<file path="src/yuvpk_pkg.sv">
// Constants and types shared by the 4:2:2 byte packer
package yuvpk_pkg;

	localparam int PIX_W       = 8;
	localparam int BYTE_W      = 8;
	localparam int PAIR_BYTES  = 4;
	localparam int WORD_W      = PAIR_BYTES * BYTE_W + 1;
	localparam int FIFO_DEPTH  = 8;
	localparam int FIFO_AW     = 3;
	localparam int SUM_W       = 18;

	// Luma weights, sum of 256
	localparam logic signed [SUM_W-1:0] Y_R = 18'sh0004d;
	localparam logic signed [SUM_W-1:0] Y_G = 18'sh00096;
	localparam logic signed [SUM_W-1:0] Y_B = 18'sh0001d;
	// Chroma weights, each row sums to zero
	localparam logic signed [SUM_W-1:0] U_R = -18'sh0002b;
	localparam logic signed [SUM_W-1:0] U_G = -18'sh00055;
	localparam logic signed [SUM_W-1:0] U_B = 18'sh00080;
	localparam logic signed [SUM_W-1:0] V_R = 18'sh00080;
	localparam logic signed [SUM_W-1:0] V_G = -18'sh0006b;
	localparam logic signed [SUM_W-1:0] V_B = -18'sh00015;
	localparam logic signed [SUM_W-1:0] Y_RND = 18'sh00080;
	localparam int SUM_SHIFT = 8;

	localparam logic [BYTE_W-1:0] CHROMA_OFS = 8'h80;
	localparam logic [1:0] LAST_IDX = 2'h3;

	typedef enum logic {
		FMT_UYVY = 1'b0,
		FMT_YUYV = 1'b1
	} yuvpk_fmt_type;

endpackage

</file>
<file path="src/yuvpk_packer.sv">
// 4:2:2 byte packer: colour conversion, pair assembly, FIFO, serializer
// How it works
// Every incoming RGB pixel passes a colour conversion stage into Y, U, V before packing.
// Signed U and V get 128 added so that -128..+127 leaves as 0..255.
// In UYVY order each pair leaves as U even, Y even, V even, Y odd.
// In YUYV order each pair leaves as Y even, U even, Y odd, V even.
// Luma goes out for every paired pixel, chroma only from the even pixel of a pair.
// Both orders carry identical byte contents and differ only in order.
// Luma is an unsigned byte, 0x00 is level 0 and 0xff is level 255.
// Chroma is offset binary, 0x80 is zero, 0xff is +127, 0x00 is -128.
// An unpaired last pixel of an odd-length line is dropped, and the first byte out is the first pixel's.
`timescale 1ns/100ps

module yuvpk_fifo
	import yuvpk_pkg::*;
#(
	parameter int WIDTH = WORD_W,
	parameter int DEPTH = FIFO_DEPTH,
	parameter int AW    = FIFO_AW
) (
	input  wire logic             clk,
	input  wire logic             rst_n,
	input  wire logic             in_valid,
	output logic                  in_ready,
	input  wire logic [WIDTH-1:0] in_data,
	output logic                  out_valid,
	input  wire logic             out_ready,
	output logic      [WIDTH-1:0] out_data
);

	logic [WIDTH-1:0] mem [DEPTH];
	logic [AW-1:0]    wr_ptr_reg;
	logic [AW-1:0]    rd_ptr_reg;
	logic [AW:0]      count_reg;
	logic             push;
	logic             pop;
	logic             full;
	logic             empty;

	// Count is one bit wider than the pointers so full and empty differ
	assign full      = (count_reg == (AW+1)'(DEPTH));
	assign empty     = (count_reg == '0);
	assign in_ready  = !full;
	assign out_valid = !empty;
	assign out_data  = mem[rd_ptr_reg];
	assign push      = in_valid & in_ready;
	assign pop       = out_valid & out_ready;

	always_ff @(posedge clk) begin
		if (push) begin
			mem[wr_ptr_reg] <= in_data;
		end
	end

	always_ff @(posedge clk or negedge rst_n) begin
		if (!rst_n) begin
			wr_ptr_reg <= '0;
			rd_ptr_reg <= '0;
		end else begin
			if (push) begin
				wr_ptr_reg <= (wr_ptr_reg == AW'(DEPTH - 1)) ? '0 :
					wr_ptr_reg + AW'(1);
			end
			if (pop) begin
				rd_ptr_reg <= (rd_ptr_reg == AW'(DEPTH - 1)) ? '0 :
					rd_ptr_reg + AW'(1);
			end
		end
	end

	always_ff @(posedge clk or negedge rst_n) begin
		if (!rst_n) begin
			count_reg <= '0;
		end else if (push && !pop) begin
			count_reg <= count_reg + (AW+1)'(1);
		end else if (pop && !push) begin
			count_reg <= count_reg - (AW+1)'(1);
		end
	end

endmodule // yuvpk_fifo

module yuvpk_packer
	import yuvpk_pkg::*;
(
	input  wire logic              MCLK,
	input  wire logic              RST_N,
	input  wire logic              FMT_SEL,
	input  wire logic              PIX_VALID,
	output logic                   PIX_READY,
	input  wire logic              PIX_FIRST,
	input  wire logic [PIX_W-1:0]  PIX_RED,
	input  wire logic [PIX_W-1:0]  PIX_GREEN,
	input  wire logic [PIX_W-1:0]  PIX_BLUE,
	output logic                   BYTE_VALID,
	input  wire logic              BYTE_READY,
	output logic      [BYTE_W-1:0] BYTE_DATA,
	output logic                   BYTE_FIRST,
	output logic                   BYTE_LAST
);

	logic                    rst_s1_reg;
	logic                    rst_n_sync;
	logic                    fmt_s1_reg;
	logic                    fmt_s2_reg;
	logic                    fmt_s3_reg;
	yuvpk_fmt_type           fmt_reg;

	logic signed [SUM_W-1:0] r_s;
	logic signed [SUM_W-1:0] g_s;
	logic signed [SUM_W-1:0] b_s;
	logic signed [SUM_W-1:0] y_sum;
	logic signed [SUM_W-1:0] u_sum;
	logic signed [SUM_W-1:0] v_sum;
	logic                    pix_take;

	logic                    c_vld_reg;
	logic                    c_first_reg;
	logic [BYTE_W-1:0]       c_y_reg;
	logic [BYTE_W-1:0]       c_u_reg;
	logic [BYTE_W-1:0]       c_v_reg;
	logic                    c_take;
	logic                    c_odd;

	logic                    odd_reg;
	logic                    e_first_reg;
	logic [BYTE_W-1:0]       e_y_reg;
	logic [BYTE_W-1:0]       e_u_reg;
	logic [BYTE_W-1:0]       e_v_reg;

	logic                    f_in_valid;
	logic                    f_in_ready;
	logic [WORD_W-1:0]       f_in_data;
	logic                    f_out_valid;
	logic                    f_out_ready;
	logic [WORD_W-1:0]       f_out_data;

	logic [1:0]              idx_reg;
	logic                    load;
	logic [BYTE_W-1:0]       byte_sel;

	// Reset release through two flops
	always_ff @(posedge MCLK or negedge RST_N) begin
		if (!RST_N) begin
			rst_s1_reg <= 1'b0;
			rst_n_sync <= 1'b0;
		end else begin
			rst_s1_reg <= 1'b1;
			rst_n_sync <= rst_s1_reg;
		end
	end

	// Format pin: three flops, taken when stages two and three agree
	always_ff @(posedge MCLK or negedge rst_n_sync) begin
		if (!rst_n_sync) begin
			fmt_s1_reg <= 1'b0;
			fmt_s2_reg <= 1'b0;
			fmt_s3_reg <= 1'b0;
			fmt_reg    <= FMT_UYVY;
		end else begin
			fmt_s1_reg <= FMT_SEL;
			fmt_s2_reg <= fmt_s1_reg;
			fmt_s3_reg <= fmt_s2_reg;
			if (fmt_s2_reg == fmt_s3_reg) begin
				fmt_reg <= yuvpk_fmt_type'(fmt_s3_reg);
			end
		end
	end

	// Colour conversion, luma rounded and chroma floored by arithmetic shift
	always_comb begin
		r_s   = $signed({10'h000, PIX_RED});
		g_s   = $signed({10'h000, PIX_GREEN});
		b_s   = $signed({10'h000, PIX_BLUE});
		y_sum = (Y_R * r_s + Y_G * g_s + Y_B * b_s + Y_RND) >>> SUM_SHIFT;
		u_sum = (U_R * r_s + U_G * g_s + U_B * b_s) >>> SUM_SHIFT;
		v_sum = (V_R * r_s + V_G * g_s + V_B * b_s) >>> SUM_SHIFT;
	end

	assign pix_take  = PIX_VALID & PIX_READY;
	// Pixel refused only while an odd pixel waits on a full FIFO
	assign PIX_READY = !c_vld_reg | c_take;

	// Stage occupancy
	always_ff @(posedge MCLK or negedge rst_n_sync) begin
		if (!rst_n_sync) begin
			c_vld_reg <= 1'b0;
		end else if (pix_take) begin
			c_vld_reg <= 1'b1;
		end else if (c_take) begin
			c_vld_reg <= 1'b0;
		end
	end

	// Converted pixel, offset applied to chroma
	always_ff @(posedge MCLK or negedge rst_n_sync) begin
		if (!rst_n_sync) begin
			c_first_reg <= 1'b0;
			c_y_reg     <= '0;
			c_u_reg     <= CHROMA_OFS;
			c_v_reg     <= CHROMA_OFS;
		end else if (pix_take) begin
			c_first_reg <= PIX_FIRST;
			c_y_reg     <= y_sum[BYTE_W-1:0];
			c_u_reg     <= u_sum[BYTE_W-1:0] + CHROMA_OFS;
			c_v_reg     <= v_sum[BYTE_W-1:0] + CHROMA_OFS;
		end
	end

	// Line start forces the pixel to the even slot
	assign c_odd  = odd_reg & !c_first_reg;
	assign c_take = c_vld_reg & (!c_odd | f_in_ready);

	// Pair slot set after an even pixel, cleared after an odd one taken from the stage
	always_ff @(posedge MCLK or negedge rst_n_sync) begin
		if (!rst_n_sync) begin
			odd_reg <= 1'b0;
		end else if (c_take) begin
			odd_reg <= !c_odd;
		end
	end

	// Even pixel waits here for its odd partner
	always_ff @(posedge MCLK or negedge rst_n_sync) begin
		if (!rst_n_sync) begin
			e_first_reg <= 1'b0;
			e_y_reg     <= '0;
			e_u_reg     <= CHROMA_OFS;
			e_v_reg     <= CHROMA_OFS;
		end else if (c_take && !c_odd) begin
			e_first_reg <= c_first_reg;
			e_y_reg     <= c_y_reg;
			e_u_reg     <= c_u_reg;
			e_v_reg     <= c_v_reg;
		end
	end

	// Odd pixel completes a pair; its chroma is dropped
	assign f_in_valid = c_vld_reg & c_odd;
	// Byte order is fixed per pair at push time
	always_comb begin
		unique case (fmt_reg)
			FMT_UYVY: f_in_data = {e_first_reg, e_u_reg, e_y_reg,
				e_v_reg, c_y_reg};
			FMT_YUYV: f_in_data = {e_first_reg, e_y_reg, e_u_reg,
				c_y_reg, e_v_reg};
		endcase
	end

	yuvpk_fifo #(
		.WIDTH (WORD_W),
		.DEPTH (FIFO_DEPTH),
		.AW    (FIFO_AW)
	) u_fifo (
		.clk       (MCLK),
		.rst_n     (rst_n_sync),
		.in_valid  (f_in_valid),
		.in_ready  (f_in_ready),
		.in_data   (f_in_data),
		.out_valid (f_out_valid),
		.out_ready (f_out_ready),
		.out_data  (f_out_data)
	);

	// Serializer: first byte of a word sits in the top lane
	assign load        = f_out_valid & (!BYTE_VALID | BYTE_READY);
	// Word leaves the FIFO together with its last byte
	assign f_out_ready = load & (idx_reg == LAST_IDX);

	always_comb begin
		unique case (idx_reg)
			2'h0: byte_sel = f_out_data[4*BYTE_W-1:3*BYTE_W];
			2'h1: byte_sel = f_out_data[3*BYTE_W-1:2*BYTE_W];
			2'h2: byte_sel = f_out_data[2*BYTE_W-1:BYTE_W];
			2'h3: byte_sel = f_out_data[BYTE_W-1:0];
		endcase
	end

	always_ff @(posedge MCLK or negedge rst_n_sync) begin
		if (!rst_n_sync) begin
			idx_reg <= '0;
		end else if (load) begin
			idx_reg <= idx_reg + 2'h1;
		end
	end

	// Byte offered until the sink takes it
	always_ff @(posedge MCLK or negedge rst_n_sync) begin
		if (!rst_n_sync) begin
			BYTE_VALID <= 1'b0;
		end else if (load) begin
			BYTE_VALID <= 1'b1;
		end else if (BYTE_READY) begin
			BYTE_VALID <= 1'b0;
		end
	end

	// Byte and its position flags, held while stalled
	always_ff @(posedge MCLK or negedge rst_n_sync) begin
		if (!rst_n_sync) begin
			BYTE_DATA  <= '0;
			BYTE_FIRST <= 1'b0;
			BYTE_LAST  <= 1'b0;
		end else if (load) begin
			BYTE_DATA  <= byte_sel;
			BYTE_FIRST <= f_out_data[WORD_W-1] & (idx_reg == 2'h0);
			BYTE_LAST  <= (idx_reg == LAST_IDX);
		end
	end

endmodule // yuvpk_packer

</file>
<file path="config.mk">
export PLATFORM = sky130hd
export DESIGN_NAME = yuvpk_packer
export DESIGN_NICKNAME = d
export VERILOG_FILES = /design/src/yuvpk_pkg.sv /design/src/yuvpk_packer.sv
export SDC_FILE = /design/constraint.sdc
export NUM_CORES = 1
export LEC_CHECK = 0
export ABC_AREA = 1
export BUFFER_PORTS_ARGS = -buffer_cell sky130_fd_sc_hd__buf_2
export CAP_MARGIN = 10
export CORE_MARGIN = 2
export CORE_UTILIZATION = 46
export CTS_CLUSTER_SIZE = 10
export DETAILED_ROUTE_END_ITERATION = 12
export PLACE_DENSITY = 0.72
export SETUP_SLACK_MARGIN = 0.15
export SLEW_MARGIN = 30
export SYNTH_ARGS = -nofsm -noshare
export SYNTH_HDL_FRONTEND = slang
export SYNTH_HIERARCHICAL = 1
export SYNTH_SLANG_ARGS = --single-unit
</file>
<file path="constraint.sdc">
create_clock -name MCLK -period 2.5 [get_ports MCLK]
set_clock_uncertainty 0.05 [all_clocks]
set_input_delay 0.125 -clock MCLK [delete_from_list [all_inputs] [get_ports MCLK]]
set_output_delay 0.125 -clock MCLK [all_outputs]
set_load 0.02 [all_outputs]
</file>
# Word level (Yosys, flattened, before mapping)
# Memory sizes are Yosys's and may differ from the RTL's.
# Index checks and enable logic that the tools add are counted.
[classes] muxes=12 multipliers=7 n_reduce_logical=16 eq_ne=7 add_sub_neg=14 bitwise_logic=13
[op_table] op="$pmux W33 S2" count=1
[op_table] op="$add A16 B16 Y16" count=3
[op_table] op="$mul A8 B9 Y16 const A" count=2
[op_table] op="$pmux W8 S4" count=1
[op_table] op="$mul A7 B8 Y15 const A" count=2
[op_table] op="$add A15 B16 Y16" count=1
[op_table] op="$add A16 B13 Y16" count=1
[op_table] op="$add A16 B15 Y16" count=1
[op_table] op="$add A16 B9 Y16 const B" count=1
[op_table] op="$add A8 B8 Y8 const B" count=2
[op_table] op="$mul A7 B9 Y16 const A" count=1
[op_table] op="$mul A6 B9 Y15 const A" count=1
[op_table] op="$mul A5 B8 Y13 const A" count=1
[op_table] op="$and A1 B1 Y1" count=9
[op_table] op="$logic_not A1 Y1" count=8
[op_table] op="$mux W4" count=2
[op_table] op="$add A3 B1 Y3 const B" count=2
[op_table] op="$eq A3 B3 Y1 const B" count=2
[op_table] op="$mux W1" count=6
[op_table] op="$mux W3" count=2
[op_table] op="$reduce_bool A2 Y1" count=3
[op_table] op="$add A4 B1 Y4 const B" count=1
[op_table] op="$eq A2 B2 Y1 const B" count=2
[op_table] op="$eq A4 B4 Y1 const B" count=1
[op_table] op="other kinds (9)" count=13
[totals] ramBits=264 mem_count=1 regBits=81
[memory_table] name="u_fifo.mem" words=8 width=33 read_ports=1 rd_clocked_by_memory_dff=0 write_ports=1 line_no="yuvpk_packer.sv:31" text="logic [WIDTH-1:0] mem [DEPTH];"

# Longest topological paths before layout
# Gate-level depths: netlist of the first run.
[logic_depth] word_depth=8 depth_mapped=32 ltp_nobuf=32

# Cells and area by module
# The synthesis of the first run kept the hierarchy.
[by_module_without_submodules] mod="yuvpk_packer" seq_area_each_um2=1781.7 cells_per_inst=1410 n_inst=1 area_each_um2=11855.1
[by_module_without_submodules] mod="yuvpk_fifo" seq_area_each_um2=8177.8 cells_per_inst=967 n_inst=1 area_each_um2=11198.2

# Worst setup path before layout of the first run
# OpenSTA, ideal clock, no wires.
[synth_path] path_type="input -> register" start="input port PIX_GREEN[3]" end="register c_y_reg[7]" path_slack_ns=-3.364 setup_time_ns=0.117 stages=30 path_buffers=0 arrival_ns=5.696 path_cell_list="inv_1 > ha_1 > inv_1 > ha_1 > ha_1 > inv_1 > fa_1 > inv_1 > ha_1 > a21oi_2 > inv_1 > a31oi_1 > xnor2_1 > fa_1 > fa_1 > inv_1 > fa_1 > inv_1 > fa_1 > ha_1 > ha_1 > nand2_1 > inv_1 > nand2_1 > nor3_1 > nand2_1 > nand2_1 > nand3_1 > nand3_1 > nand2_1"
[synth_via] elab_chain_cells=4
[synth_rtl] element="start: declaration" line_no="yuvpk_packer.sv:93" text="input wire logic [PIX_W-1:0] PIX_GREEN,"
[synth_rtl] element="$mul A7 B8 Y15" line_no="yuvpk_packer.sv:175" text="y_sum = (Y_R * r_s + Y_G * g_s + Y_B * b_s + Y_RND) >>> SUM_SHIFT;"
[synth_rtl] element="$add A15 B16 Y16" line_no="yuvpk_packer.sv:175"
[synth_rtl] element="$add A16 B13 Y16" line_no="yuvpk_packer.sv:175"
[synth_rtl] element="$add A16 B9 Y16" line_no="yuvpk_packer.sv:175"
[synth_rtl] element="end signal: assignment" line_no="yuvpk_packer.sv:204" text="c_y_reg <= y_sum[BYTE_W-1:0];"
[synth_rtl] element="end: declaration" line_no="yuvpk_packer.sv:119" text="logic [BYTE_W-1:0] c_y_reg;"
# Every way passes these cells.
# A chain may end at the register's enable or synchronous reset.

# Worst setup path in the final report of the first run
[layout_path] start="input port PIX_GREEN[4]" end="register c_y_reg[5]"
# Same word-level chain as after synthesis.

==> results of run 1 <==
layer usage:
metal	global-route usage	vias up	part of all wire
li1	-	8179	-
met1	0.2738	8197	0.40
met4	0.08252	0	0.041
met2	0.3994	490	0.51
met3	0.02463	141	0.052
met5	0	-	0
metrics by stage:
| step | utilization | setup TNS (ns) | hold slack (ns) | setup slack, ns |
|---|---|---|---|---|
| floorplan | - | -46.98 | -0.2206 | -3.072 |
| global placement | 0.5196 | -60.66 | -0.1392 | -3.436 |
| detailed placement | 0.5196 | -62.95 | -0.1378 | -3.541 |
| CTS | 0.5581 | -44.84 | 0.2082 | -2.810 |
| global route | 0.5692 | -49.33 | 0.2180 | -3.040 |
| finish | 0.5692 | -45.52 | 0.2058 | -2.868 |
layout by cell type (no fill, tap or decap), drive strengths merged, types with 4 or more instances in the layout:
cell type    netlist  layout
dfrtp             77      77
nand3             68      68
a31oi             11      11
dfstp              4       4
dlygate4sd3        0       6
nor2             151     151
or2                4       4
clkinv             1       4
o21ai            207     207
nor3               6       6
xor2               8       8
inv              382     382
nand4             12      12
ha               229     229
fa               153     153
o21bai             5       5
nand3b             4       4
mux2               9       9
clkbuf            19      71
edfxtp           264     264
a21oi             65      65
nand2            625     625
buf               54     281
xnor2             13      13
logic make-up (layout without fill, tap and decap cells):
kind of cell / count (synthesis) / after routing / synth area share
adders and majority gates: 383 / 383 / 0.2576
AOI/OAI and AO/OA: 292 / 292 / 0.06632
buffers and inverters: 456 / 746 / 0.08250
and+or+nand+nor: 870 / 870 / 0.1490
DFF: 345 / 345 / 0.4320
muxes: 9 / 9 / 0.004396
other: 1 / 1 / 0.0001627
xor gates and xnor gates: 21 / 21 / 0.007978
worst paths after layout:
check	slack (ns)	cells after the start	start	endpoint
setup / recovery	-2.87	30	PIX_GREEN[4]	c_y_reg[5]
hold / removal	0.21	2	FMT_SEL	fmt_s1_reg
setup reg to reg	0.26	13	u_fifo/count_reg[3]	u_fifo/count_reg[3]
hold reg to reg	0.24	0	rst_n_sync	u_fifo/count_reg[1]
max in group asynchronous	1.51	1	rst_n_sync	e_u_reg[7]
min in group asynchronous	0.24	0	rst_n_sync	u_fifo/count_reg[1]
timing repair:
item                                    4_1_cts  5_1_grt
pin swaps                                    67       83
hold buffers                                  6        0
endpoints found under the setup margin       26       30
gates resized for setup                     133      108
setup buffers                                11       17
cloned                                        0        0
endpoints found under the hold margin         9        0
worst max-delay path, delay by kind of cell:
family                     cells  cell delay, ns
adders and majority gates     11            4.12
buffers and inverters          8            0.47
and+or+nand+nor                8            0.64
AOI/OAI and AO/OA              2            0.22
xor gates and xnor gates       1            0.14
cell type report:
class | instances | area, sq um
clock buffers | 71 | 1139
clock inverters | 5 | 58.81
fillers | 4125 | 21480
inverters | 383 | 1471
multi-input cells | 1576 | 12380
flip-flops and latches | 345 | 9970
well taps | 672 | 840.8
repair buffers | 287 | 2521
==> flow_metrics.tcl, run 1 <==
set metrics [dict create \
    crit_arrival_ns 5.73 \
    synth_flop_cell "edfxtp_1" \
    yosysMostFrequentCell "nand2_1" \
    synth_top_area_frac 0.3439 \
    yosys_warnings 6 \
    crit_path_end_kind "flop" \
    yosysUniqueCellTypes 42 \
    grt_pass1_vias 17875 \
    globalRoute.totalOverflow 0 \
    ioPinCount 42 \
    maxCapViolCount 0 \
    setup_violations 24 \
    synth_edf_count 264 \
    start_util 0.4623 \
    outcome "finished, violations left" \
    synth_area_leaders "edfxtp_1 (34%), fa_1 (13%), ha_1 (12%), nand2_1 (10%), dfrtp_1 (8.4%)" \
    insertion_delay_ns 0.53 \
    grtUsageTotal 0.2216 \
    largest_reg_flops 264 \
    ant_nets 0 \
    drt_iter0_drc 1167 \
    rows 82 \
    cts_buffer_depth 3 \
    async_flop_share 0.2348 \
    viasPerCell 5.093 \
    critPathRequiredTime_ns 2.86 \
    firstDrtPassIters 6 \
    syn_area_per_cell_sq_um 9.699 \
    violations "negative setup slack" \
    cts_made_buffers 41 \
    grt_max_degree 90 \
    avgRoutedWirePerCell_microns 17.12 \
    ys_seq_area_frac 0.4320 \
    fin_nets 3046 \
    routed_wl_mm 57.15 \
    setup_ws_ns -2.868 \
    ys_ff_latch 345 \
    cts_root_buf "clkbuf_16" \
    final_area_sq_um 28380 \
    fmax_ghz 0.1863 \
    antenna_found_initial 1 \
    coreArea_sq_um 49860 \
    dieArea_sq_um 51920 \
    cp-start-kind "input port" \
    drc 0 \
    slew_violations 0 \
    fin_crit_sh 2.147 \
    area_growth_syn_to_layout_pct 23.10 \
    die_width_microns 227.9 \
    synth_top_area_cell "edfxtp_1" \
    crit_type "input port to flop" \
    worst_slew_pin_slew_ns 0.8403 \
    place.gp.congestion 0.9184 \
    finalHoldViolCount 0 \
    fin_cells 3339 \
    hpwl_mm 40.39 \
    placed_cell_area_sq_um 25910 \
    synth_common_cells "nand2_1 (625), inv_1 (380), edfxtp_1 (264)" \
    hp-class "input port to flop" \
    syn-instance-count 2377 \
    clk_pin_slew_worst_paths_ns 0.05 \
    dr_total_vias 17007 \
    n_antenna_cell 0 \
    cts.sinks 345 \
    slowest_delay_ns 0.57 \
    syn-num-nets 2789 \
    synthesis.area_sq_um 23050 \
    buffer_ports.inserted 41 \
    grt_pass1_wl_mm 92.18 \
    htreeDepth 2 \
    slew_headroom 0.4339 \
    layout-drive-gt1-share 0.2126 \
    rsz0062_at_grt "true" \
    fin_crit_ns 5.368 \
    cts_tree "built" \
    crit_slowest_cell "fa_1" \
    die_h_microns 227.9 \
    placed_cells 3229 \
    top_register "u_fifo/mem" \
    path_max_fanout 4 \
]
Power of run 1 is left out: the tool's default activity adds up to more than one toggle a clock period on the data nets, which glitch-free logic cannot reach.
==> run 2, diff against run 1 <==
- CORE_MARGIN: 2 -> 5
- SKIP_CTS_REPAIR_TIMING: default -> 1
==> flow_metrics.tcl, run 2 (synthesized netlist as in run 1, its figures left out) <==
set metrics [dict create \
    violations "negative setup slack" \
    final_util 0.5624 \
    crit_arrival_ns 5.69 \
    coreArea_sq_um 49860 \
    htreeDepth 2 \
    layout-drive-gt1-share 0.1970 \
    dieArea_sq_um 54690 \
    slew_violations 0 \
    die_width_microns 233.9 \
    cts_root_buf "clkbuf_16" \
    worst_slew_pin_slew_ns 0.8023 \
    clk_pin_slew_worst_paths_ns 0.05 \
    largest_reg_flops 264 \
    slowest_delay_ns 0.56 \
    top_register "u_fifo/mem" \
    crit_slowest_cell "fa_1" \
    maxCapViolCount 0 \
    grt_max_degree 135 \
    hp-class "flop to asynchronous set/reset pin" \
    cp-startpoint "PIX_GREEN[4]" \
    area_growth_syn_to_layout_pct 21.64 \
    cp-start-kind "input port" \
    globalRoute.totalOverflow 0 \
    dr_total_vias 17033 \
    r2r-start "u_fifo/count_reg[1]" \
    grtUsageTotal 0.2071 \
    setup_violations 24 \
    hpwl_mm 39.95 \
    fmax_ghz 0.1875 \
    crit_type "input port to flop" \
    fin_crit_ns 5.334 \
    fin_nets 3039 \
    path_max_fanout 4 \
    final_cell_mix "nand2_1 (603), inv_1 (354), edfxtp_1 (264)" \
    ioPinCount 42 \
    cts_made_buffers 41 \
    buffer_ports.inserted 41 \
    avgRoutedWirePerCell_microns 17.13 \
    n_antenna_cell 0 \
    insertion_delay_ns 0.53 \
    cts_buffer_depth 3 \
    outcome "finished, violations left" \
    firstDrtPassIters 6 \
    die_h_microns 233.9 \
    start_util 0.4623 \
    drt_iter0_drc 1310 \
    cts.sinks 345 \
    critPathRequiredTime_ns 2.85 \
    mostFrequentLayoutCell "nand2_1" \
    viasPerCell 5.112 \
    finalHoldViolCount 0 \
    ant_nets 0 \
    cts_tree "built" \
    wl_met3_mm 3.459 \
    grt_pass1_vias 17341 \
    rows 82 \
    grt_pass1_wl_mm 89.94 \
    crit_path_end_kind "flop" \
    drc 0 \
    fin_crit_sh 2.134 \
    setup_ws_ns -2.834 \
    wl_met1_mm 22.98 \
    routed_wl_mm 57.09 \
    antenna_found_initial 1 \
    slew_headroom 0.4595 \
    rsz0062_at_grt "true" \
    met2_length_mm 28.75 \
    place.gp.congestion 0.9057 \
    highest_layer "met4" \
]
run 2: worst paths after layout:
| path | to | slack, ns | cells past startpoint |
|---|---|---|---|
| hold / removal | c_vld_reg | 0.20 | 0 |
| max in group asynchronous | u_fifo/rd_ptr_reg[0] | 1.57 | 1 |
| setup / recovery | c_y_reg[5] | -2.83 | 30 |
| hold reg to reg | c_vld_reg | 0.20 | 0 |
| min in group MCLK | fmt_s1_reg | 0.21 | 2 |
| setup reg to reg | u_fifo/count_reg[3] | 0.29 | 12 |
run 2: stage by stage:
| step | worst slack [ns] | TNS, ns | hold WS (ns) | cells | cell area [sq um] |
|---|---|---|---|---|---|
| finish | -2.834 | -46.59 | 0.1956 | 3332 | 28040 |
| detailed placement | -3.590 | -62.63 | -0.1379 | 3228 | 25850 |
| global placement | -3.443 | -60.76 | -0.1396 | 3228 | 25850 |
| floorplan | -3.072 | -46.98 | -0.2206 | 2377 | 23450 |
| global route | -3.043 | -50.02 | 0.2313 | 3332 | 28040 |
| CTS | -3.020 | -49.33 | -0.7063 | 3304 | 27080 |
run 2: final cells by class:
| cell class | count | area, sq um |
|---|---|---|
| clock buffer | 73 | 1199 |
| multi-input combinational | 1576 | 12180 |
| clock inverter | 3 | 25.02 |
| sequential | 345 | 9971 |
| fill | 4172 | 21820 |
| timing repair buffer | 280 | 2356 |
| tap | 672 | 840.8 |
| inverter | 383 | 1474 |
run 2: critical path, delay by kind of cell:
family                     cells  cell delay, ns
AOI/OAI and AO/OA              2            0.24
xor gates and xnor gates       1            0.11
adders and majority gates     11            4.16
buffers and inverters          8            0.42
and+or+nand+nor                8            0.63
run 2: metal layers:
metal	global-route usage	vias to the layer above
li1	-	8140
met1	0.2661	8201
met2	0.3667	579
met3	0.02409	113
met4	0.06882	0
met5	0	-
Power of run 2 is left out for the same reason.
